===== config.mk =====
export PLATFORM = sky130hd
export DESIGN_NAME = tmc_timer
export DESIGN_NICKNAME = d
export VERILOG_FILES = /design/src/inc/tmc_pkg.sv /design/src/core/tmc_timer.sv
export SDC_FILE = /design/constraint.sdc
export NUM_CORES = 1
export LEC_CHECK = 0
export ABC_AREA = 1
export BUFFER_PORTS_ARGS = -buffer_cell sky130_fd_sc_hd__buf_2
export CAP_MARGIN = 5
export CORE_ASPECT_RATIO = 1.5
export CORE_MARGIN = 2
export CORE_UTILIZATION = 43
export DETAILED_ROUTE_END_ITERATION = 16
export GPL_TIMING_DRIVEN = 0
export PLACE_DENSITY = 0.68
export REMOVE_ABC_BUFFERS = 1
export SYNTH_ARGS = -nofsm -noshare
export SYNTH_HDL_FRONTEND = slang
export SYNTH_SLANG_ARGS = --single-unit

===== constraint.sdc =====
create_clock -name i_clock -period 1.9 [get_ports i_clock]
set_input_delay 0.19 -clock i_clock [delete_from_list [all_inputs] [get_ports i_clock]]
set_output_delay 0.19 -clock i_clock [all_outputs]
set_load 0.03 [all_outputs]

===== src/inc/tmc_pkg.sv =====
package tmc_pkg;
	// Register byte addresses on the APB bus
	localparam logic [7:0] TMC_ADDR_CTRL = 8'h00;
	localparam logic [7:0] TMC_ADDR_LOW = 8'h04;
	localparam logic [7:0] TMC_ADDR_HIGH = 8'h08;
	localparam logic [7:0] TMC_ADDR_IRQ = 8'h0C;
	// Control field positions
	localparam int TMC_BIT_ON = 7;
	localparam int TMC_BIT_W8 = 6;
	localparam int TMC_BIT_SRC = 5;
	localparam int TMC_BIT_EDGE = 4;
	localparam int TMC_BIT_BYP = 3;
	localparam int TMC_PS_MSB = 2;
	// Interrupt control field positions
	localparam int TMC_BIT_IE = 5;
	localparam int TMC_BIT_IF = 2;
	// Reset values and byte constants
	localparam logic [7:0] TMC_CTRL_RST = 8'hFF;
	localparam logic [7:0] TMC_HIGH_RST = 8'h00;
	localparam logic [7:0] TMC_ZERO8 = 8'h00;
	localparam logic [7:0] TMC_ONES8 = 8'hFF;
	// Write to the low byte stalls counting for this many cycles
	localparam logic [1:0] TMC_INHIBIT_CYC = 2'h2;
	typedef struct packed {
		logic on;
		logic w8;
		logic src;
		logic edge_fall;
		logic bypass;
		logic [2:0] ratio;
	} tmc_ctrl_t;
	typedef enum logic [1:0] {
		TMC_RUN = 2'b00,
		TMC_INH1 = 2'b01,
		TMC_INH2 = 2'b11
	} tmc_state_t;
endpackage


===== src/core/tmc_timer.sv =====
// Chosen here: the APB slave port and the address map.
`timescale 1ns/1ns
// Overview of operation
// RQ1 - Control bit 7 enables counting
// RQ2 - Bit 6 selects 8-bit or 16-bit
// RQ3 - Bit 5 selects pin or cycle source
// RQ4 - Bit 4 selects falling or rising edge
// RQ5 - Bit 3 bypasses the prescaler
// RQ6 - Ratio field divides by two to 256
// RQ7 - All resets set control to FFh
// RQ8 - Timer mode counts every cycle
// RQ9 - Low byte write stalls two cycles
// RQ10 - Pin synchronized before use
// RQ11 - Prescaler hidden from software
// RQ12 - Count write clears prescaler count (code clears it only while bit 3 bypass is clear)
// RQ13 - Assignment changes allowed while running
// RQ14 - Wrap to zero sets overflow flag
// RQ15 - Enable masks request, not flag
// RQ16 - Software clears flag before re-enabling
// RQ17 - Counting halts during sleep
// RQ18 - Low read latches upper byte
// RQ19 - High buffer then low write
// RQ20 - Prescaled: one step per N events
module tmc_timer
	import tmc_pkg::*;
(
	input wire logic i_clock,
	input wire logic i_sys_rst,
	input wire logic i_sleep,
	input wire logic i_ext_count_pin,
	input wire logic psel,
	input wire logic penable,
	input wire logic pwrite,
	input wire logic [7:0] paddr,
	input wire logic [31:0] pwdata,
	output logic [31:0] prdata,
	output logic pready,
	output logic pslverr,
	output logic o_irq
);
	tmc_ctrl_t ctrl_reg;
	logic [7:0] low_reg;
	logic [7:0] upper_reg;
	logic [7:0] high_buf_reg;
	logic ie_reg;
	logic flag_reg;
	logic [7:0] pre_reg;
	logic [7:0] pre_next;
	logic pin_s1_reg;
	logic pin_s2_reg;
	logic pin_prev_reg;
	tmc_state_t state_reg;
	logic access;
	logic wr_ctrl;
	logic wr_low;
	logic wr_high;
	logic wr_irq;
	logic rd_low;
	logic rd_low_setup;
	logic [7:0] upper_snap_reg;
	logic mapped;
	logic src_event;
	logic step;
	logic wrap;
	logic [15:0] cnt_next;

	function automatic logic [7:0] tmc_ratio_mask(input logic [2:0] r);
		// Terminal value of the prescaler for divide by 2^(r+1)
		tmc_ratio_mask = 8'((16'h0001 << ({1'b0, r} + 4'h1)) - 16'h0001);
	endfunction

	assign access = psel && penable;
	assign mapped = (paddr == TMC_ADDR_CTRL) || (paddr == TMC_ADDR_LOW)
		|| (paddr == TMC_ADDR_HIGH) || (paddr == TMC_ADDR_IRQ);
	assign wr_ctrl = access && pwrite && (paddr == TMC_ADDR_CTRL);
	assign wr_low = access && pwrite && (paddr == TMC_ADDR_LOW);
	assign wr_high = access && pwrite && (paddr == TMC_ADDR_HIGH);
	assign wr_irq = access && pwrite && (paddr == TMC_ADDR_IRQ);
	assign rd_low = access && !pwrite && (paddr == TMC_ADDR_LOW);
	assign rd_low_setup = psel && !penable && !pwrite && (paddr == TMC_ADDR_LOW);

	// Two-flop synchronizer, then edge detect on the second stage
	always_ff @(posedge i_clock)
	begin
		if (i_sys_rst)
		begin
			pin_s1_reg <= 1'b0;
			pin_s2_reg <= 1'b0;
			pin_prev_reg <= 1'b0;
		end
		else
		begin
			pin_s1_reg <= i_ext_count_pin; // RQ10
			pin_s2_reg <= pin_s1_reg;
			pin_prev_reg <= pin_s2_reg;
		end
	end

	always_comb
	begin
		if (ctrl_reg.src) // RQ3
			src_event = ctrl_reg.edge_fall ? (pin_prev_reg && !pin_s2_reg) // RQ4
				: (!pin_prev_reg && pin_s2_reg);
		else
			src_event = 1'b1; // RQ8
	end

	// Prescaler: a plain counter with no bus path
	always_comb
	begin
		pre_next = pre_reg;
		step = 1'b0;
		if (ctrl_reg.on && !i_sleep && state_reg == TMC_RUN && src_event) // RQ1 RQ17 RQ9
		begin
			if (ctrl_reg.bypass) // RQ5 RQ13
				step = 1'b1;
			else if ((pre_reg & tmc_ratio_mask(ctrl_reg.ratio)) == tmc_ratio_mask(ctrl_reg.ratio)) // RQ6 RQ20
			begin
				step = 1'b1;
				pre_next = TMC_ZERO8;
			end
			else
				pre_next = 8'(pre_reg + 8'h01);
		end
	end

	always_ff @(posedge i_clock)
	begin
		if (i_sys_rst)
			pre_reg <= TMC_ZERO8;
		else if (wr_low && !ctrl_reg.bypass)
			pre_reg <= TMC_ZERO8; // RQ12 RQ11
		else
			pre_reg <= pre_next;
	end

	assign cnt_next = 16'({upper_reg, low_reg} + 16'h0001);
	assign wrap = step && (ctrl_reg.w8 ? (low_reg == TMC_ONES8) // RQ2 RQ14
		: ({upper_reg, low_reg} == {TMC_ONES8, TMC_ONES8}));

	always_ff @(posedge i_clock)
	begin
		if (i_sys_rst)
		begin
			low_reg <= TMC_ZERO8;
			upper_reg <= TMC_ZERO8;
		end
		else if (wr_low)
		begin
			low_reg <= pwdata[7:0];
			upper_reg <= high_buf_reg; // RQ19
		end
		else if (step)
		begin
			low_reg <= cnt_next[7:0];
			if (!ctrl_reg.w8) // RQ2
				upper_reg <= cnt_next[15:8];
		end
	end

	// Inhibit sequence after a low byte write
	always_ff @(posedge i_clock)
	begin
		if (i_sys_rst)
			state_reg <= TMC_RUN;
		else if (wr_low)
			state_reg <= TMC_INH1; // RQ9
		else
		begin
			unique case (state_reg)
				TMC_RUN: state_reg <= TMC_RUN;
				TMC_INH1: state_reg <= TMC_INH2;
				TMC_INH2: state_reg <= TMC_RUN;
				default: state_reg <= TMC_RUN;
			endcase
		end
	end

	always_ff @(posedge i_clock)
	begin
		if (i_sys_rst)
			ctrl_reg <= TMC_CTRL_RST; // RQ7
		else if (wr_ctrl)
			ctrl_reg <= pwdata[7:0]; // RQ13
	end

	always_ff @(posedge i_clock)
	begin
		if (i_sys_rst)
			high_buf_reg <= TMC_HIGH_RST;
		else if (wr_high)
			high_buf_reg <= pwdata[7:0];
		else if (rd_low)
			high_buf_reg <= upper_snap_reg; // RQ18
	end

	// Upper byte is taken in the cycle that also fixes the low byte read data
	always_ff @(posedge i_clock)
	begin
		if (i_sys_rst)
			upper_snap_reg <= TMC_ZERO8;
		else if (rd_low_setup)
			upper_snap_reg <= upper_reg; // RQ18
	end

	// Flag: hardware set wins over a software clear in the same cycle
	always_ff @(posedge i_clock)
	begin
		if (i_sys_rst)
		begin
			ie_reg <= 1'b0;
			flag_reg <= 1'b0;
		end
		else
		begin
			if (wr_irq)
				ie_reg <= pwdata[TMC_BIT_IE];
			if (wrap)
				flag_reg <= 1'b1; // RQ14 RQ15
			else if (wr_irq)
				flag_reg <= pwdata[TMC_BIT_IF]; // RQ16
		end
	end

	always_ff @(posedge i_clock)
	begin
		if (i_sys_rst)
			o_irq <= 1'b0;
		else
			o_irq <= (flag_reg || wrap) && ie_reg; // RQ15
	end

	// APB: no wait state, answer in the access cycle's second edge
	always_ff @(posedge i_clock)
	begin
		if (i_sys_rst)
		begin
			pready <= 1'b0;
			pslverr <= 1'b0;
			prdata <= '0;
		end
		else
		begin
			pready <= psel && !penable;
			pslverr <= psel && !penable && !mapped;
			prdata <= '0;
			if (psel && !penable && !pwrite)
			begin
				unique case (paddr)
					TMC_ADDR_CTRL: prdata[7:0] <= ctrl_reg;
					TMC_ADDR_LOW: prdata[7:0] <= low_reg;
					TMC_ADDR_HIGH: prdata[7:0] <= high_buf_reg;
					TMC_ADDR_IRQ:
					begin
						prdata[TMC_BIT_IE] <= ie_reg;
						prdata[TMC_BIT_IF] <= flag_reg;
					end
					default: prdata <= '0;
				endcase
			end
		end
	end

	wire access_done = access && pready;
endmodule // tmc_timer


==> results.txt <==
The run finished with clean final reports. Summing internal, switching and leakage power gives 3270 uW. The Yosys warning count was 0.

The maximum fanout count along the critical path came out at 9. The library cell used most frequently in the layout, excluding fill and tap cells, is sky130_fd_sc_hd__nand2_1. The die height came out at 116 um. The share of synthesized flip-flops with an asynchronous set or reset works out to 0%. The tools report the element type at the critical path start as a flop. The net count of the finished layout is 609.

At the later pin of the worst-skew pair, clock insertion delay measures 0.33 ns. The total count of hold-check failures in the final report was 0. A synthesized cell averages 6.94 um^2. The count of distinct cell types in the synthesized netlist is 45, and the maximum operating frequency is 0.537 GHz. The worst hold-check path type is in2reg.

Summing every instance area after synthesis gives 3590 um^2. The top cell types in the final layout, fill and taps aside, are 123 x sky130_fd_sc_hd__nand2_1, 62 x sky130_fd_sc_hd__dfxtp_1, 57 x sky130_fd_sc_hd__inv_1, 43 x sky130_fd_sc_hd__nor2_1, 33 x sky130_fd_sc_hd__buf_2. 0 antenna diodes ended up in the layout. The number of buffer cells added on primary ports is 33, and the post-synthesis cell count is 517. The clock passes through at most 2 buffers.

The length of the first detailed-routing pass in iterations was 4; the final critical-path share of the clock period was 98.0%. The run gives 2510 uW as the internal power component. TritonCTS built the clock tree. The area of the multi-input gates was 1960 um^2. Maximum level of the CTS H-tree: 3. Summed over all cells, the static leakage comes to 0.00188 uW. The number of placement rows was 40; the worst hold slack across all endpoints was 0.0543 ns. Non-filler instance count after layout: 669. The post-route minimum period is 1.86 ns. For this configuration, the core starts out at a cell density of 44.5%.

The number of clock buffers added by TritonCTS is 9. The power density over the cells works out to 775 nW/um^2. The CTS root buffer was sky130_fd_sc_hd__clkbuf_16.

The count of flip-flops with a built-in enable after synthesis came out at 0. The weighted congestion at the end of routability-driven global placement is 0.873, and the core area is 8060 um^2. The number of filler instances in the final layout was 791. The run gives 0 as the count of hold-fix buffers inserted at cts. Setup repair after global routing could not meet its margin everywhere. After synthesis the netlist holds a flip-flop and latch count of 66. Summing all placed instances gives a cell area of 3720 um^2. For the pin with the worst max-slew slack, the measured transition is 0.559 ns. Across the whole layout, storage elements account for 1330 um^2. The overall overflow remaining after global route was 0; the layout overhead on the synthesized area was 17.5%.

The initial antenna violation count came out at 0. The most used flip-flop cell after synthesis is sky130_fd_sc_hd__dfxtp_1. The run gives 62.6% as the relative slew slack. The worst setup path is captured at a flop. The number of placed cells counting well taps was 643. On the final layout, the worst clock skew is 0.00410 ns. The run gives 36.8% as the fraction of the yosys area taken by sequential cells. Dividing the detail-routed wire length by the instance count gives 13.8 um. Peak supply drop: 0.477 mV. For this run, design rule violations remaining after detail routing come to 0.

Once layout is complete, the utilization of the core stands at 52.3%. The tools report the part of the total power dissipated in combinational logic as 5.6%. The sequential group share of total power is 42.6%. The final layout contains routed wiring with a total length of 9210 um. Clock tree synthesis found a total of 66 sinks.

The type of the worst setup path is reg2reg. Data arrives at the worst endpoint at 2.09 ns. The number of failing setup endpoints in the final timing report is 0, and the net switching power figure is 758 uW.

The logs give 4220 um^2 for the area of all placed cells without fillers and 51.8% for the part of the power in the clock network. The count of nets left with antenna violations once routing finished came out at 0. The global routing usage summed across all routing layers is 21.6%, and the floorplan die area is 9110 um^2.

Data on the critical path is required at its endpoint by 2.12 ns. Dividing the detail-routed via count by the number of cells gives 5.03. Entering global routing, the biggest net connects 35 pins. Clock-pin slew was measured on the worst setup and hold paths at 0.06 ns. The run gives 0 as the total count of max-transition violations in the final report. For this design the top-level I/O count stands at 82. In this run, the number of DRC markers left after iteration 0 of detailed routing was 220. The switching portion of total power was 23.2%; the number of vias in the routed layout was 3,365.

The via count of the first global-routing pass was 3,263; the die extent in x was 78.6 um. The max-cap violation count was 0; the total half-perimeter wirelength after legalization and detailed placement was 6650 um. Of the cells placed in the final design, the portion with a size suffix greater than 1 is 18.6%. The first global-routing pass estimated 15,100 um of wire.
## critical path, cell delays in order, from the launching register on
cell	delay, ns
sky130_fd_sc_hd__dfxtp_4	0.35
sky130_fd_sc_hd__nor2_4	0.10
sky130_fd_sc_hd__nand2_1	0.05
sky130_fd_sc_hd__ha_1	0.22
sky130_fd_sc_hd__inv_2	0.08
sky130_fd_sc_hd__nand2_1	0.06
sky130_fd_sc_hd__a21oi_2	0.14
sky130_fd_sc_hd__nand2_1	0.07
sky130_fd_sc_hd__nand2_1	0.05
sky130_fd_sc_hd__inv_1	0.05
sky130_fd_sc_hd__nand2_2	0.09
sky130_fd_sc_hd__nand2_4	0.07
sky130_fd_sc_hd__nand2_4	0.11
sky130_fd_sc_hd__nand2_4	0.10
sky130_fd_sc_hd__o21ai_2	0.15
sky130_fd_sc_hd__nor2_1	0.06
## power groups by stage
stage	logic, uW	registers [uW]	clock network, uW
2_1_floorplan	112	1430	0
3_3_place_gp	173	1420	0
5_1_grt	198	1390	1790
6_report	183	1390	1700
4_1_cts	177	1390	1720
3_5_place_dp	175	1420	0
## final timing paths
| check | depth (start not counted) | to | slack, ns | start |
|---|---|---|---|---|
| max | 15 | low_reg[0] | 0.04 | ctrl_reg[1] |
| min | 3 | pin_s1_reg | 0.05 | i_ext_count_pin |
| max reg2reg | 15 | low_reg[0] | 0.04 | ctrl_reg[1] |
| min reg2reg | 2 | pin_s2_reg | 0.40 | pin_s1_reg |
## synthesized netlist by cell type (2+ instances only)
library cell,n,area share (%)
sky130_fd_sc_hd__nand3b_1,2,0.42
sky130_fd_sc_hd__buf_4,25,5.2
sky130_fd_sc_hd__buf_2,2,0.28
sky130_fd_sc_hd__nand4_1,2,0.35
sky130_fd_sc_hd__clkbuf_1,5,0.52
sky130_fd_sc_hd__inv_1,59,6.2
sky130_fd_sc_hd__nand3_2,2,0.56
sky130_fd_sc_hd__nand3_1,32,4.5
sky130_fd_sc_hd__nor3b_1,2,0.42
sky130_fd_sc_hd__nand2_2,4,0.70
sky130_fd_sc_hd__ha_1,3,1.0
sky130_fd_sc_hd__buf_6,3,0.94
sky130_fd_sc_hd__xnor2_1,3,0.73
sky130_fd_sc_hd__o21ai_1,8,1.1
sky130_fd_sc_hd__xor2_1,7,1.7
sky130_fd_sc_hd__nand2_4,3,0.94
sky130_fd_sc_hd__or2_2,2,0.35
sky130_fd_sc_hd__o211ai_1,14,2.9
sky130_fd_sc_hd__dfxtp_1,66,37
sky130_fd_sc_hd__inv_2,3,0.31
sky130_fd_sc_hd__nor2_4,3,0.94
sky130_fd_sc_hd__a21oi_1,33,4.6
sky130_fd_sc_hd__o21ai_0,35,4.9
sky130_fd_sc_hd__nor2_1,46,4.8
sky130_fd_sc_hd__nor3_1,4,0.56
sky130_fd_sc_hd__clkinv_1,2,0.21
sky130_fd_sc_hd__conb_1,2,0.21
sky130_fd_sc_hd__nand2_1,128,13
## kinds of logic after synthesis
| family | synth area share (%) |
|---|---|
| compound gates | 15.6 |
| buf+inv | 13.9 |
| flops | 36.8 |
| simple gates | 30.0 |
| other cells | 0.209 |
| fa+ha+maj | 1.05 |
| xor+xnor | 2.44 |
## through the flow
step	setup TNS, ns	setup slack (ns)
2_1_floorplan	0	0.0870
3_3_place_gp	-5.69	-0.288
3_5_place_dp	-6.26	-0.267
4_1_cts	0	0.00328
5_1_grt	-1.68	-0.134
6_report	0	0.0380
## area by class of cell
cell class / instances / share of cell area [%]
Clock inverter: 4 / 1.19
Clock buffer: 12 / 6.08
Multi-Input combinational cell: 375 / 46.6
Sequential cell: 66 / 31.5
Timing Repair Buffer: 42 / 5.52
Inverter: 65 / 5.99
Tap cell: 105 / 3.12
## repair_timing
item	4_1_cts	5_1_grt
pin swaps	5	10
setup endpoints to repair	18	28
endpoints found under the hold margin	0	0
resized for setup	15	21
setup buffers	7	2
cloned	1	0
## per-layer routing
| layer | wire length (um) | vias to the layer above | global-route usage (%) |
|---|---|---|---|
| li1 | - | 1705 | - |
| met1 | 3690 | 1536 | 23.2 |
| met2 | 4620 | 87 | 37.6 |
| met3 | 336 | 37 | 3.66 |
| met4 | 561 | 0 | 16.3 |
| met5 | 0 | - | 0 |
No activity file was read; power rests on OpenSTA's default activity.
